==> src/include/cmf_pkg.sv <==
/*
 * Package for the CAN controller mode and acceptance-filter configuration block.
 * Holds register offsets, field positions, reset values and mode encodings.
 * Assumes a 32-bit APB slave; each register takes one aligned word.
 */
// ----------------------------------------------------------------------------
// Notes on behaviour
// ----------------------------------------------------------------------------
package cmf_pkg;

    // ------------------------------------------------------------------------
    // Operating modes.
    // ------------------------------------------------------------------------
    typedef enum logic [2:0] {
        MODE_NORMAL = 3'h0,
        MODE_SLEEP = 3'h1,
        MODE_LOOP = 3'h2,
        MODE_LISTEN = 3'h3,
        MODE_CONFIG = 3'h4
    } cmf_mode_t;

    // ------------------------------------------------------------------------
    // Register byte offsets.
    // ------------------------------------------------------------------------
    localparam logic [7:0] OFF_CTRL = 8'h00;
    localparam logic [7:0] OFF_STAT = 8'h04;
    localparam logic [7:0] OFF_TXPRI = 8'h08;
    localparam logic [7:0] OFF_TXREQ = 8'h0c;
    localparam logic [7:0] OFF_SEQ_ADDR = 8'h10;
    localparam logic [7:0] OFF_SEQ_CNT = 8'h14;
    localparam logic [7:0] OFF_SEQ_DATA = 8'h18;
    localparam logic [7:0] OFF_MASK0 = 8'h20;
    localparam logic [7:0] OFF_MASK1 = 8'h24;
    localparam logic [7:0] OFF_FILT0 = 8'h28;
    localparam logic [7:0] OFF_FILT_LAST = 8'h3c;

    // Field positions.
    localparam int REQ_MODE_LSB = 5;
    localparam int CUR_MODE_LSB = 5;
    localparam int PRI_W = 2;
    localparam int ID_W = 29;
    localparam int NUM_TX = 3;
    localparam int NUM_FILT = 6;

    // Reset values.
    localparam cmf_mode_t MODE_RESET = MODE_CONFIG;
    localparam logic [28:0] ACC_RESET = 29'h0;
    localparam logic [7:0] SEQ_CNT_RESET = 8'h00;

endpackage

==> src/logic/cmf_acceptance.sv <==
/*
 * Acceptance check for both receive buffers.
 * Assumes masks and filters are held stable by the caller.
 */
`timescale 1ns/1ps
module cmf_acceptance (
    input wire logic [28:0] rxId,      // Identifier under test.
    input wire logic [28:0] mask0,     // First buffer mask.
    input wire logic [28:0] mask1,     // Second buffer mask.
    input wire logic [28:0] filt [6],  // Six acceptance filters.
    output logic hitFirst,             // Accepted by first buffer.
    output logic hitSecond             // Accepted by second buffer.
);
    logic [5:0] match;

    // A filter matches when every masked bit agrees.
    genvar g;
    generate
        for (g = 0; g < cmf_pkg::NUM_FILT; g++) begin : gMatch
            logic [28:0] m;
            assign m = (g < 2) ? mask0 : mask1;
            assign match[g] = ((rxId ^ filt[g]) & m) == 29'h0;
        end
    endgenerate

    // Filters a,b feed the first buffer; c..f feed the second.
    assign hitFirst = |match[1:0];
    assign hitSecond = |match[5:2];
endmodule

==> src/logic/cmf_mode_filter.sv <==
/*
 * Mode control, acceptance configuration, transmit priority and sequential
 * register access of a CAN controller, behind an APB slave.
 * Assumes the protocol engine reports finished transmissions and frame events.
 */
`timescale 1ns/1ps
module cmf_mode_filter (
    input wire logic clk,                 // 25 MHz clock.
    input wire logic reset_n,             // Synchronous reset, active low.
    input wire logic psel,                // APB select.
    input wire logic penable,             // APB enable.
    input wire logic pwrite,              // APB direction.
    input wire logic [7:0] paddr,         // APB byte address.
    input wire logic [31:0] pwdata,       // APB write data.
    output logic [31:0] prdata,           // APB read data.
    output logic pready,                  // APB ready.
    output logic pslverr,                 // APB error.
    input wire logic [2:0] txDone,        // Engine finished buffer, pulse.
    input wire logic rxValid,             // Frame received, pulse.
    input wire logic [28:0] rxId,         // Received identifier.
    output logic [2:0] txPending,         // Transmit requests outstanding.
    output logic [5:0] txPrio,            // Priorities of the three buffers.
    output logic txEnable,                // Engine may drive the bus.
    output logic loopEnable,              // Route transmit to receiver.
    output logic rxEnable,                // Engine may receive.
    output logic rxAcceptFirst,           // Frame kept in first buffer.
    output logic rxAcceptSecond           // Frame kept in second buffer.
);
    // ------------------------------------------------------------------------
    // State.
    // ------------------------------------------------------------------------
    cmf_pkg::cmf_mode_t reqMode_q, curMode_q;
    logic [28:0] mask0_q, mask1_q;
    logic [28:0] filt_q [6];
    logic [5:0] prio_q;
    logic [2:0] txReq_q;
    logic [7:0] seqAddr_q;
    logic [7:0] seqCnt_q;
    logic [31:0] rdata_d;
    logic rdOk;
    logic hitFirst, hitSecond;

    // An access completes in its first access cycle; pready is a flop.
    logic setup, access;
    assign setup = psel & ~penable;
    assign access = psel & penable & pready;

    // Effective address: the data window redirects to the sequential pointer.
    logic [7:0] effAddr;
    logic isSeq;
    assign isSeq = (paddr == cmf_pkg::OFF_SEQ_DATA);
    assign effAddr = isSeq ? seqAddr_q : paddr;

    logic wr;
    assign wr = access & pwrite & (~isSeq | (seqCnt_q != 8'h00));

    logic inConfig;
    assign inConfig = (curMode_q == cmf_pkg::MODE_CONFIG);

    // ------------------------------------------------------------------------
    // APB handshake: no wait state, ready in the first access cycle.
    // ------------------------------------------------------------------------
    always_ff @(posedge clk) begin
        if (!reset_n) begin
            pready <= 1'b0;
        end else begin
            pready <= setup;
        end
    end

    // Read mux over the effective address.
    always_comb begin
        rdata_d = 32'h0;
        rdOk = 1'b1;
        case (effAddr)
            cmf_pkg::OFF_CTRL: rdata_d[cmf_pkg::REQ_MODE_LSB +: 3] = reqMode_q;
            cmf_pkg::OFF_STAT: rdata_d[cmf_pkg::CUR_MODE_LSB +: 3] = curMode_q;
            cmf_pkg::OFF_TXPRI: rdata_d[5:0] = prio_q;
            cmf_pkg::OFF_TXREQ: rdata_d[2:0] = txReq_q;
            cmf_pkg::OFF_SEQ_ADDR: rdata_d[7:0] = seqAddr_q;
            cmf_pkg::OFF_SEQ_CNT: rdata_d[7:0] = seqCnt_q;
            cmf_pkg::OFF_MASK0: rdata_d[28:0] = mask0_q;
            cmf_pkg::OFF_MASK1: rdata_d[28:0] = mask1_q;
            default: begin
                if (effAddr >= cmf_pkg::OFF_FILT0 && effAddr <= cmf_pkg::OFF_FILT_LAST
                        && effAddr[1:0] == 2'b00) begin
                    rdata_d[28:0] = filt_q[3'(effAddr[5:2] - 4'ha)];
                end else begin
                    rdOk = 1'b0;
                end
            end
        endcase
    end

    // Read data and error are captured at setup so they come from flops.
    always_ff @(posedge clk) begin
        if (!reset_n) begin
            prdata <= 32'h0;
            pslverr <= 1'b0;
        end else if (setup) begin
            prdata <= pwrite ? 32'h0 : rdata_d;
            pslverr <= ~rdOk;
        end
    end

    // ------------------------------------------------------------------------
    // Mode request and mode switch.
    // ------------------------------------------------------------------------
    always_ff @(posedge clk) begin
        if (!reset_n) begin
            reqMode_q <= cmf_pkg::MODE_RESET;
        end else if (wr && effAddr == cmf_pkg::OFF_CTRL) begin
            // Undefined codes are ignored so the request stays a legal mode.
            case (pwdata[cmf_pkg::REQ_MODE_LSB +: 3])
                3'h0, 3'h1, 3'h2, 3'h3, 3'h4:
                    reqMode_q <= cmf_pkg::cmf_mode_t'(pwdata[cmf_pkg::REQ_MODE_LSB +: 3]);
                default: reqMode_q <= reqMode_q;
            endcase
        end
    end

    // The mode only moves once no transmission is outstanding; this avoids
    // cutting a frame in half on the bus.
    always_ff @(posedge clk) begin
        if (!reset_n) begin
            curMode_q <= cmf_pkg::MODE_RESET;
        end else if (txReq_q == 3'h0 && curMode_q != reqMode_q) begin
            curMode_q <= reqMode_q;
        end
    end

    // Transmit requests: set by software in normal or loopback mode, cleared
    // by the engine. A completion and a new request in one cycle leave it set.
    always_ff @(posedge clk) begin
        if (!reset_n) begin
            txReq_q <= 3'h0;
        end else begin
            for (int i = 0; i < cmf_pkg::NUM_TX; i++) begin
                if (wr && effAddr == cmf_pkg::OFF_TXREQ && pwdata[i]
                        && (curMode_q == cmf_pkg::MODE_NORMAL
                            || curMode_q == cmf_pkg::MODE_LOOP)) begin
                    txReq_q[i] <= 1'b1;
                end else if (txDone[i]) begin
                    txReq_q[i] <= 1'b0;
                end
            end
        end
    end

    // Priority of each transmit buffer, writable in any mode.
    always_ff @(posedge clk) begin
        if (!reset_n) begin
            prio_q <= 6'h0;
        end else if (wr && effAddr == cmf_pkg::OFF_TXPRI) begin
            prio_q <= pwdata[5:0];
        end
    end

    // ------------------------------------------------------------------------
    // Acceptance masks and filters, locked outside configuration mode.
    // ------------------------------------------------------------------------
    always_ff @(posedge clk) begin
        if (!reset_n) begin
            mask0_q <= cmf_pkg::ACC_RESET;
            mask1_q <= cmf_pkg::ACC_RESET;
            for (int i = 0; i < cmf_pkg::NUM_FILT; i++) begin
                filt_q[i] <= cmf_pkg::ACC_RESET;
            end
        end else if (wr && inConfig) begin
            if (effAddr == cmf_pkg::OFF_MASK0) begin
                mask0_q <= pwdata[28:0];
            end
            if (effAddr == cmf_pkg::OFF_MASK1) begin
                mask1_q <= pwdata[28:0];
            end
            for (int i = 0; i < cmf_pkg::NUM_FILT; i++) begin
                if (effAddr == cmf_pkg::OFF_FILT0 + 8'(4 * i)) begin
                    filt_q[i] <= pwdata[28:0];
                end
            end
        end
    end

    // ------------------------------------------------------------------------
    // Sequential access: each data-window access walks one word onward while the count is nonzero.
    // ------------------------------------------------------------------------
    always_ff @(posedge clk) begin
        if (!reset_n) begin
            seqAddr_q <= 8'h0;
            seqCnt_q <= cmf_pkg::SEQ_CNT_RESET;
        end else if (access && isSeq && seqCnt_q != 8'h00) begin
            seqAddr_q <= seqAddr_q + 8'h04;
            seqCnt_q <= seqCnt_q - 8'h01;
        end else if (wr && paddr == cmf_pkg::OFF_SEQ_ADDR) begin
            seqAddr_q <= {pwdata[7:2], 2'b00};
        end else if (wr && paddr == cmf_pkg::OFF_SEQ_CNT) begin
            seqCnt_q <= pwdata[7:0];
        end
    end

    // ------------------------------------------------------------------------
    // Engine controls and receive acceptance.
    // ------------------------------------------------------------------------
    cmf_acceptance uAcc (
        .rxId(rxId),
        .mask0(mask0_q),
        .mask1(mask1_q),
        .filt(filt_q),
        .hitFirst(hitFirst),
        .hitSecond(hitSecond)
    );

    // Listen-only never drives; loopback keeps frames inside.
    always_ff @(posedge clk) begin
        if (!reset_n) begin
            txEnable <= 1'b0;
            loopEnable <= 1'b0;
            rxEnable <= 1'b0;
            txPending <= 3'h0;
            txPrio <= 6'h0;
        end else begin
            txEnable <= (curMode_q == cmf_pkg::MODE_NORMAL);
            loopEnable <= (curMode_q == cmf_pkg::MODE_LOOP);
            rxEnable <= (curMode_q == cmf_pkg::MODE_NORMAL)
                || (curMode_q == cmf_pkg::MODE_LISTEN)
                || (curMode_q == cmf_pkg::MODE_LOOP);
            txPending <= txReq_q;
            txPrio <= prio_q;
        end
    end

    // Acceptance results are pulses, one cycle after the receive strobe.
    always_ff @(posedge clk) begin
        if (!reset_n) begin
            rxAcceptFirst <= 1'b0;
            rxAcceptSecond <= 1'b0;
        end else begin
            rxAcceptFirst <= rxValid & rxEnable & hitFirst;
            rxAcceptSecond <= rxValid & rxEnable & ~hitFirst & hitSecond;
        end
    end
endmodule

==> config.mk <==
export PLATFORM = sky130hd
export DESIGN_NAME = cmf_mode_filter
export DESIGN_NICKNAME = d
export VERILOG_FILES = /design/src/include/cmf_pkg.sv /design/src/logic/cmf_acceptance.sv /design/src/logic/cmf_mode_filter.sv
export SDC_FILE = /design/constraint.sdc
export NUM_CORES = 1
export LEC_CHECK = 0
export BUFFER_PORTS_ARGS = -buffer_cell sky130_fd_sc_hd__buf_2
export CAP_MARGIN = 20
export CORE_ASPECT_RATIO = 0.8
export CORE_MARGIN = 2
export CORE_UTILIZATION = 50
export DETAILED_ROUTE_END_ITERATION = 8
export PLACE_DENSITY = 0.69
export SLEW_MARGIN = 40
export SYNTH_ARGS = -nofsm -noshare
export SYNTH_HDL_FRONTEND = slang
export SYNTH_SLANG_ARGS = --single-unit
==> constraint.sdc <==
create_clock -name clk -period 3.6 [get_ports clk]
set_input_delay 0.18 -clock clk [delete_from_list [all_inputs] [get_ports clk]]
set_output_delay 0.18 -clock clk [all_outputs]
set_load 0.02 [all_outputs]
==> results of run 1 <==
## final cells by class
class	count	area [µm²]	area share [%]
multi-input cells	1444	8500	47.9
flip-flops and latches	306	6130	34.5
repair buffers	198	1350	7.62
clock buffers	52	1080	6.10
well taps	413	517	2.91
clock inverters	9	123	0.691
inverters	11	41.3	0.233
diodes	1	2.50	0.0141
## logic make-up (layout without fill, tap and decap cells)
group	count (synthesis)	after routing	share of synthesized area, %
buffers and inverters	183	270	4.91
multiplexers	15	15	1.15
adder cells (fa/ha/maj)	3	3	0.246
AND/OR/NAND/NOR	704	704	21.1
flip-flops	306	306	40.1
other	1	4	0.0245
XOR/XNOR	174	174	9.97
AO/OA/AOI/OAI	545	545	22.5
## path summary, 6_finish.rpt
kind                            endpoint  slack [ns]  cells after the start
hold reg to reg     pslverr$_SDFFE_PN0P_        0.45                      2
hold / removal    prio_q[5]$_SDFFE_PN0P_        0.06                      3
setup / recovery  prdata[3]$_SDFFE_PN0P_        0.44                      8
setup reg to reg  prdata[3]$_SDFFE_PN0P_        0.44                      8
## worst max-delay path: stages (launching register included)
cell and delay (ns):
dfxtp_1 0.67, nor4bb_1 0.18, a21oi_1 0.34, nor2_1 0.09
and2_1 0.19, buf_4 0.28, a221oi_1 0.84, a21oi_1 0.14
a211o_1 0.29
## sequential cells by signal (all words and copies together), names as in the netlist
register	cells
curMode_q	3
seqAddr_q	6
pready	1
mask0_q	29
loopEnable	1
mask1_q	29
txReq_q	3
rxAcceptSecond	1
txEnable	1
filt_q	174
txPrio	6
prdata	29
pslverr	1
txPending	3
rxAcceptFirst	1
reqMode_q	3
rxEnable	1
seqCnt_q	8
prio_q	6
## metrics by stage
stage	setup WS, ns	hold slack (ns)
final	0.445	0.0563
after global routing	0.303	0.0633
after CTS	0.544	0.0257
after detailed placement	0.453	0.381
after global placement	0.492	0.373
after floorplan	1.11	0.289
## synthesized netlist by cell type, drive strengths merged, types with 3 or more instances
cell,instances
o21ai,217
o41ai,3
nor2,33
o31a,3
inv,11
mux2i,12
or4,5
a211o,4
dfxtp,306
buf,52
clkbuf,120
nand2b,6
or2,3
a31oi,44
a22oi,68
xor2,171
nand4,13
and3,28
a22o,17
and2,8
or3,10
ha,3
xnor2,3
nor4b,3
nor3,28
a21oi,97
o211ai,23
nand2,352
a32oi,6
a221oi,29
nor2b,5
nand3,201
a222oi,9
## routing by layer
layer  up-vias  wire length (µm)  track usage [%]
met5         -                 0                0
met4         0              1750             10.5
met3       135              7730             8.97
met2      1010             25100             53.0
met1      7420             26100             56.1
li1       7013                 -                -
## power groups by stage
| stage | clock network (mW) | registers [mW] | logic, mW |
|---|---|---|---|
| 5_1_grt | 3.94 | 3.39 | 0.559 |
| 3_5_place_dp | 0 | 3.46 | 0.489 |
| 4_1_cts | 3.78 | 3.39 | 0.518 |
| 6_report | 3.77 | 3.39 | 0.541 |
| 3_3_place_gp | 0 | 3.46 | 0.488 |
| 2_1_floorplan | 0 | 3.47 | 0.274 |
## repair_timing
item,4_1_cts,5_1_grt
setup buffers,0,0
hold buffers,33,0
hold endpoints to repair,58,0
==> results.txt, run 1 <==
The number of clock sinks came out at 306. The clock period minus worst slack is around 3.2 ns. The fraction of the cycle the final worst path needs came out at roughly 90%. The worst setup path is captured at a register.

The routed length per placed instance came out at between 20 and 25 µm. The area growth from synthesis to layout is 16.1%. Registers are responsible for 44.0% of the overall power. Counting flops with a built-in enable in the synthesized netlist gives 0. Setup repair after global routing left no endpoint under its margin. The run finished with clean final reports. Using the TritonRoute via totals, the vias-per-cell ratio works out to 6.40. The total die area came out at about 32000 µm².

Before antenna repair, the detailed router went through 6 iterations. Once detail routing completed, the nets flagged for antenna violations numbered 0. The worst setup path is launched from a register. Counting every instance in the synthesized netlist gives between 1500 and 2000. The final non-filler cell area is 17700 µm². The count of state elements after synthesis is 306. A synthesized cell averages roughly 7.9 µm². The combinational power share is 7.0%.

The peak ir drop on the vdd network is approximately 0.37 mV. The worst endpoint data arrival time is 3.58 ns. In this run, the number of DRC markers left after iteration 0 of detailed routing was 2411. The final layout contains routed wiring with a total length of around 61 mm. The aggregate negative setup slack is 0 ns. The analysis attributes to cell leakage a power of a little under 7 nW.

Between clock sinks in the finished design, the worst skew comes to 0.0155 ns. The total net switching power came out at around 1.9 mW. The final estimated routing congestion in global placement came out at between 1 and 1.5. The number of clock buffers added by TritonCTS is 34.

The setup path with the least slack is of type register to register. The I/O pin count came out at roughly 130. The maximum number of pins on one net before global-route repair is 84.

The number of standard cells in the final layout excluding fillers is 2434. The internal cell power is 5.82 mW. The layout has 2798 filler cells.

Setup violations remaining at the end of the flow were counted as 0. Once placement finished, the instance area stood at 16200 µm². The initial utilization of the core area, before any placement, comes to ~51%. The global-route wire length before repair came out at just under 90 mm. The via count of the first global-routing pass came to between 10000 and 15000. Static timing analysis puts the maximum clock frequency at between 300 and 400 MHz. The share of Yosys cell area claimed by the top area cell type is between 40% and 50%. Leaving out fill and tap cells, the most frequent cell in the layout is nand2_1. The worst relative slew slack is between 40% and 50%.

The data required time at the worst endpoint came out at about 4.0 ns. The final hold violation count came out at 0. The clock tree from TritonCTS is built. The area of the mapped netlist came out at about 15000 µm². The worst min-delay path class is input port to register.

The cell total after placement came out at between 2000 and 2500. After legalization and detailed placement, the total HPWL measured between 40 and 50 mm. The floorplan step defined a core boundary enclosing between 30000 and 40000 µm². The width of the chip came out at 199 µm. For this run, design rule violations remaining after detail routing come to 0. Counting along the longest clock path gives a buffer depth of 3.

The transition time at the pin with the least slew margin came out at between 0.8 and 0.9 ns. The count of input and output buffers came out at between 100 and 150. Sorting the synthesized cells by area gives the leading types as dfxtp_1 40%, xor2_1 9.8%, nand2_1 8.6%.

The total number of H-tree levels is 2. The worst-skew pair later-pin latency came out at 0.54 ns. Of all nets on the critical path, the largest fanout is 29.

The library cells used most frequently in the layout, excluding fill and tap cells, are 352 x nand2_1, 306 x dfxtp_1, 200 x nand3_1. At the end of the flow the core is filled with cells to between 50% and 60%. The remaining global-route overflow is 0. The worst setup path startpoint is seqAddr_q[3]$_SDFFE_PN0P_. The share of the yosys chip area belonging to registers came out at between 40% and 50%. In this run the most critical hold path is launched from pwdata[5].

Total power for the finished layout comes to between 7 and 8 mW. Power spread over the standard cell area amounts to about 430 nW/µm². The net total in the final layout is just over 2000. Counting flops with an async set or reset pin after synthesis yields a share of 0%.

The max-capacitance violation count is 0. The overall track demand over capacity in global routing came out at 37.4%. The yosys synthesis warning count is 0.

Among all flip-flop cells after synthesis, the most frequent one is dfxtp_1. The total count of max-transition violations in the final report came to 0. CTS placed an instance of clkbuf_16 at the clock tree root.

The part of the power in the clock network came out at between 40% and 50%. The biggest area contributor in the post-synthesis netlist is dfxtp_1. Net switching is approximately 24% of the power.

The clock transition time at the flip-flop clock pins of the worst setup and hold paths is 0.06 ns. The count of instances resized after the clock tree is built came out at 0. The number of antenna violations at the first check in global routing came out at 4. The die is ~160 µm tall. The final route contains 15600 vias. The worst reg2reg path startpoint is seqAddr_q[3]$_SDFFE_PN0P_. The placement row count is 57.

Of the cells placed in the final design, the portion with a size suffix greater than 1 is ~12%. The count of distinct cell types in the synthesized netlist is 75.
Power figures use the tool's default switching activity.
==> inputs of run 2 (changes only) <==
Settings changed: CORE_UTILIZATION 50 to 40, PLACE_DENSITY 0.69 to default.
==> results.txt, run 2 (same netlist as run 1, synthesis figures left out) <==
The run finished with clean final reports. The effective utilization at floorplan came out at 40.3% (-10 points). The placeable core region is 38000 µm² (+26%).

The detailed placement HPWL came out at 44.6 mm (+4.4%). The buffer depth of the longest clock path is 3 (unchanged). The sequential cell area in the final layout came out at 6130 µm² (unchanged). The amount of wire on met2 after detailed routing came out at 26.7 mm (+6.3%). The maximum cell stage delay along the critical path is 0.69 ns (-0.15 ns).

The final setup skew was 0.0240 ns (+0.00854 ns). The peak ir drop on the vdd network was 0.266 mV (-27%). The total count of max-transition violations in the final report is 0 (unchanged). STA classifies the critical path startpoint as a register. The area occupied by multi-input gates was 8500 µm² (about the same). The static leakage was 6.80 nW (+0.64%). The worst setup path startpoint is seqCnt_q[2]$_SDFFE_PN0P_. The number of antenna violations at the first check in global routing came out at 1 (-3).

The commonest non-fill, non-tap cell in the layout is nand2_1. The highest metal layer carrying signal wires in the routed design is met4. The maximum frequency from static timing analysis came out at 319 MHz (+0.70%). The worst min-delay path class is input port to register. The count of final setup violators came to 0 (unchanged). The total routed wire length on the met1 layer was 28.3 mm (+8.3%). The minimum setup slack among reg-to-reg paths is 0.47 ns (+0.02 ns). Setup repair after global routing left no endpoint under its margin. The internal cell power came out at 5.85 mW (+0.44%).

The total power divided by cell area is 433 nW/µm² (-0.14%). The final core utilization came to 47.2% (-11 points). The critical path start-end classification is register to register. The transition time at the pin with the least slew margin was 0.801 ns (-0.0878 ns). The cell sitting at the root of the clock tree is a clkbuf_16. The placement row count came out at 64 (+12%). The count of routing violations after the opening detailed-route iteration was 1973 (-18%). The via count of the routed design is 15300 (-1.6%). The switching fraction of total power is 24.7% (+0.36 points). The data required time at the worst endpoint was 4.07 ns (+0.05 ns). The combinational power share came to 7.2% (+0.2 points). The cell count of the worst hold path is 3 (unchanged). The largest individual stage delay along the critical path comes from the cell or4_1. The max-capacitance violation count was 0 (unchanged). The number of standard cells in the final layout excluding fillers is 2522 (+3.6%). The width of the chip is 223 µm (+12%). The net total in the final layout came out at 2083 (+0.34%). The antenna diode instance count came out at 0 (-1). The count of instances resized after the clock tree is built is 0 (unchanged).

The register with the most flip-flops in the final layout is filt_q. The worst relative slew slack came out at 46.2% (+5.4 points). The clock transition time at the flip-flop clock pins of the worst setup and hold paths is 0.06 ns (about the same). The biggest fanout along the worst timing path came out at 23 (-21%). The area added between synthesis and finish is 17.4%. The proportion of layout cells with a drive suffix above 1 is 12.8% (+0.35 points). The startpoint identified for the worst register-to-register timing path is seqCnt_q[2]$_SDFFE_PN0P_. The number of nets with antenna violations after routing came out at 0 (unchanged). The path with the worst hold slack has its endpoint at mask0_q[6]$_SDFFE_PN0P_. The number of flip-flops in the largest register is 174 (unchanged). In this run the critical register-to-register path is captured at filt_q[170]$_SDFFE_PN0P_. The routed length per placed instance came out at 25.0 µm (+0.40%). The total die area came out at 39800 µm² (+24%). The remaining global-route overflow came out at 0 (unchanged).

The number of clock sinks is 306 (unchanged). The path depth of the worst reg2reg path came out at 8 (unchanged). The clock period minus worst slack came out at 3.13 ns (-0.0218 ns).

The overall track demand over capacity in global routing is 31.2% (-6.2 points). The worst endpoint data arrival time came out at 3.61 ns (+0.03 ns). The total power draw came out at 7.77 mW (+0.92%). The hold path startpoint is pwdata[6]. The floorplan die height came out at 179 µm (+12%). The iteration count of the initial detailed-routing pass came out at 8 (+2).

The final hold violation count is 0 (unchanged). The total clock buffers created by CTS is 35 (+2.9%). The worst setup path is captured at a register. The clock tree from TritonCTS is built. Walking the worst path, the cells encountered are or4_1 -> nor4b_2 -> a31oi_2 -> nand3_2 -> or4_2 -> buf_4 -> nand3_1 -> o21ai_1. The total number of H-tree levels was 2 (unchanged).

The final estimated routing congestion in global placement is 1.03 (+2.0%). The aggregate negative setup slack is 0 ns (unchanged). The sum of met3 wire segment lengths after detailed routing came out at 6.80 mm (-12%). The global-route wire length before repair is 92.7 mm (+3.8%).

The total net switching power came to 1.92 mW (+2.4%). The tightest hold margin came to 0.0282 ns (-0.0280 ns). The count of input and output buffers is 119 (unchanged).

The fraction of the cycle the final worst path needs is 87.0% (-0.61 points). The sequential group share of total power is 43.6% (-0.4 points). The total of fill cells in the finished design is 3763 (+34%). The via count of the first global-routing pass came out at 14000 (-0.079%). The part of the power in the clock network came out at 49.2% (+0.2 points). The I/O pin count came out at 126 (unchanged). The worst-skew pair later-pin latency is 0.54 ns (about the same).

The final wirelength is 63.1 mm (+4.0%). The maximum number of pins on one net before global-route repair was 119 (+42%). The cell total after placement came out at 2428 (+3.8%). The number of design rule violations left after detail routing came out at 0 (unchanged). The mean number of vias per cell came out at 6.08 (-5.1%). The library cells used most frequently in the layout, excluding fill and tap cells, are 352 x nand2_1, 306 x dfxtp_1, 200 x nand3_1.
[run 2: layout make-up]
type                       count  share of cell area, %
tap                          495                   3.45
sequential                   306                   34.2
clock buffer                  50                   5.82
inverter                      11                  0.230
multi-input combinational   1444                   47.4
timing repair buffer         204                   7.96
clock inverter                12                  0.991
[run 2: worst max-delay path, delay by kind of cell (launching register included)]
family	cells	cell delay (ns)
flops	1	0.40
simple gates	5	2.07
compound gates	2	0.28
buf+inv	1	0.31
[run 2: worst max-delay path by stage]
stage                                          end  slack (ns)  cells past startpoint
after floorplan            filt_q[66]$_SDFFE_PN0P_        1.11                     10
after global placement      prdata[8]$_SDFFE_PN0P_        0.45                     10
after detailed placement    prdata[8]$_SDFFE_PN0P_        0.41                     10
after CTS                 filt_q[170]$_SDFFE_PN0P_        0.51                      8
after global routing      mask1_q[23]$_SDFFE_PN0P_        0.34                      8
final                     filt_q[170]$_SDFFE_PN0P_        0.47                      8
[run 2: what timing repair did]
action | 4_1_cts | 5_1_grt
hold endpoints to repair | 64 | 0
hold buffers | 32 | 0
buffers inserted | 0 | 0
[run 2: stage by stage]
step                      instance area [µm²]  setup WS [ns]
after CTS                               17900          0.505
after floorplan                         15300           1.11
after global routing                    17900          0.339
after global placement                  16400          0.454
after detailed placement                16400          0.415
final                                   17900          0.466
[run 2: per-layer routing]
metal | vias up | global-route usage [%]
met5 | - | 0
met1 | 7351 | 45.3
met4 | 0 | 7.61
li1 | 7030 | -
met2 | 841 | 46.8
met3 | 103 | 6.83
[run 2: power groups by stage]
stage | logic [mW] | clock network, mW | registers, mW
finish | 0.558 | 3.82 | 3.39
global route | 0.578 | 3.98 | 3.39
CTS | 0.539 | 3.86 | 3.39
detailed placement | 0.511 | 0 | 3.46
global placement | 0.510 | 0 | 3.46
floorplan | 0.274 | 0 | 3.47
==> inputs of run 3 (changes only) <==
Settings changed: GPL_ROUTABILITY_DRIVEN from default to 0, PLACE_DENSITY from default to 0.59.
==> results.txt, run 3 (same netlist as run 1, synthesis figures left out) <==
The net total in the final layout came to 2082 (-0.048%). The layer flagged by global routing as most heavily used is met2. Leaving out fill and tap cells, the most frequent cell in the layout is nand2_1.

The number of flip-flops in the largest register came out at 174 (unchanged). The count of routing violations after the opening detailed-route iteration is 2096 (+6.2%). The critical path start-end classification is register to register. The final setup skew came out at 0.0147 ns (-0.00938 ns). The iteration count of the initial detailed-routing pass is 7 (-1). The final wirelength came out at 62.4 mm (-1.2%). The peak ir drop on the vdd network came to 0.355 mV (+33%). The number of design rule violations left after detail routing is 0 (unchanged). The placeable core region came out at 38000 µm² (unchanged).

The tree is rooted in a clkbuf_16. filt_q holds more flip-flops than any other register. The worst setup margin came out at 0.480 ns (+0.0135 ns). The aggregate negative setup slack was 0 ns (unchanged).

The met2 track demand over resource was 44.1% (-2.7 points). Leaving out fill and tap cells, the most frequent cells in the layout are 352 x nand2_1, 306 x dfxtp_1, 200 x nand3_1. The fraction of the cycle the final worst path needs is 86.7% (-0.38 points). The clock transition time at the flip-flop clock pins of the worst setup and hold paths was 0.06 ns (about the same). The clock period minus worst slack came out at 3.12 ns (-0.0135 ns). The flow ran to the end, and the final reports show no timing, DRC or antenna violations. The proportion of layout cells with a drive suffix above 1 is 12.6% (-0.19 points). The number of nets with antenna violations after routing is 0 (unchanged). From synthesis to final layout, the design area changed by 16.9%. The global-route track usage on met1 came out at 43.7% (-1.6 points). The final hold violation count was 0 (unchanged).

The total power divided by cell area is 423 nW/µm² (-2.3%). The via count of the first global-routing pass is 14200 (+1.6%). The total number of H-tree levels came to 2 (unchanged). The placement row count came out at 64 (unchanged). The transition time at the pin with the least slew margin is 0.880 ns (+0.0792 ns). The cell count of the worst hold path is 3 (unchanged). Following the worst setup path forward leads to its endpoint at filt_q[61]$_SDFFE_PN0P_.

The width of the chip is 223 µm (unchanged). The startpoint identified for the worst register-to-register timing path is seqCnt_q[2]$_SDFFE_PN0P_. The detailed placement HPWL is 43.9 mm (-1.6%). The path depth of the worst reg2reg path came out at 8 (unchanged).

The worst relative slew slack was 41.3% (-4.9 points). The maximum frequency from static timing analysis is 320 MHz (+0.43%). STA classifies the critical path endpoint as a register. The total clock buffers created by CTS was 34 (-2.9%). The minimum setup slack among reg-to-reg paths came out at 0.48 ns (about the same). The met3 capacity usage during global routing came to 8.11% (+1.3 points). The worst-skew pair later-pin latency is 0.54 ns (about the same).

The maximum number of pins on one net before global-route repair is 82 (-31%). The effective utilization at floorplan came out at 40.3% (unchanged). The total die area came to 39800 µm² (unchanged). Setup repair after global routing left no endpoint under its margin.

The max-capacitance violation count came to 0 (unchanged). The I/O pin count came out at 126 (unchanged). The count of final setup violators came out at 0 (unchanged). Tracing the worst setup path back leads to its startpoint at seqCnt_q[2]$_SDFFE_PN0P_. The static leakage came to 6.77 nW (-0.44%). The worst min-delay path class is input port to register. The remaining global-route overflow came out at 0 (unchanged). The worst slack at placement is 0.462 ns (+0.0470 ns). The total setup buffers inserted after CTS came out at 0 (unchanged). The total count of max-transition violations in the final report was 0 (unchanged).

The mean number of vias per cell came out at 6.14 (+1.1%). The data required time at the worst endpoint came out at 4.06 ns (about the same). The count of input and output buffers came to 119 (unchanged). The number of clock sinks is 306 (unchanged). The worst endpoint data arrival time is 3.58 ns (-0.03 ns). The startpoint class of the critical path is a register. The via count of the routed design is 15500 (+1.1%).

In this run the critical register-to-register path is captured at filt_q[61]$_SDFFE_PN0P_. The floorplan die height came out at 179 µm (unchanged). The routed length per placed instance was 24.7 µm (-1.2%). The final core utilization came out at 47.1% (-0.18 points).

The global-route wire length before repair is 91.8 mm (-1.1%). The overall track demand over capacity in global routing is 30.7% (-0.52 points). The clock tree from TritonCTS is built. The buffer depth of the longest clock path was 3 (unchanged). The biggest fanout along the worst timing path is 58 (+150%). The number of antenna violations at the first check in global routing was 2 (+1).
[run 3: cell count changes in the layout (fill, tap and decap cells not counted)]
cell | previous run | this run
buf_4 | 43 | 42
buf_6 | 3 | 2
bufinv_16 | 4 | 1
clkbuf_1 | 5 | 6
clkbuf_16 | 36 | 37
clkinv_2 | 5 | 6
clkinv_4 | 0 | 1
clkinv_8 | 1 | 0
diode_2 | 0 | 1
dlygate4sd3_1 | 32 | 34
inv_6 | 1 | 0
[run 3: worst min path at each step]
stage,from,end,slack [ns]
6_report,pwdata[5],mask1_q[5]$_SDFFE_PN0P_,0.04
4_1_cts,pwdata[5],mask1_q[5]$_SDFFE_PN0P_,0.02
5_1_grt,pwdata[5],mask1_q[5]$_SDFFE_PN0P_,0.04
2_1_floorplan,pwdata[0],txReq_q[0]$_SDFFE_PN0P_,0.29
3_5_place_dp,txDone[1],txReq_q[1]$_SDFFE_PN0P_,0.39
3_3_place_gp,txDone[2],txReq_q[2]$_SDFFE_PN0P_,0.38
[run 3: through the flow]
| step | cell area, µm² | std cells | power, mW | hold slack (ns) |
|---|---|---|---|---|
| floorplan | 15300 | 1933 | 3.74 | 0.289 |
| global placement | 16400 | 2426 | 3.97 | 0.382 |
| detailed placement | 16400 | 2426 | 3.97 | 0.389 |
| CTS | 17900 | 2521 | 7.57 | 0.0180 |
| global route | 17900 | 2521 | 7.74 | 0.0419 |
| finish | 17900 | 2522 | 7.56 | 0.0416 |
[run 3: critical path, stage by stage (launching register included)]
cell and delay, ns:
dfxtp_1 0.39, or4_1 0.67, nor4b_2 0.54, a31oi_2 0.18, nand3_2 0.25, or4_2 0.17
buf_4 0.54, nand3_1 0.17, o21ai_0 0.10
[run 3: what timing repair did]
item,CTS,global route
hold buffers,34,0
hold endpoints to repair,66,0
resized for setup,0,0
[run 3: routing by layer]
layer / up-vias / share of wire [%]
li1: 7032 / -
met1: 7336 / 44
met2: 945 / 40
met3: 172 / 12
met4: 2 / 3.9
met5: - / 0.021
[run 3: area by class of cell]
| cell class | count | area (µm²) |
|---|---|---|
| Fill cell | 3768 | 20100 |
| Multi-Input combinational cell | 1444 | 8500 |
| Sequential cell | 306 | 6130 |
| Timing Repair Buffer | 204 | 1430 |
| Clock buffer | 52 | 1070 |
| Tap cell | 495 | 619 |
| Clock inverter | 9 | 76.3 |
| Inverter | 11 | 41.3 |
| Antenna cell | 1 | 2.50 |
[run 3: where the power goes]
group | switching [mW] | internal [mW]
registers | 0.00119 | 3.39
logic | 0.405 | 0.149
clock network | 1.49 | 2.13
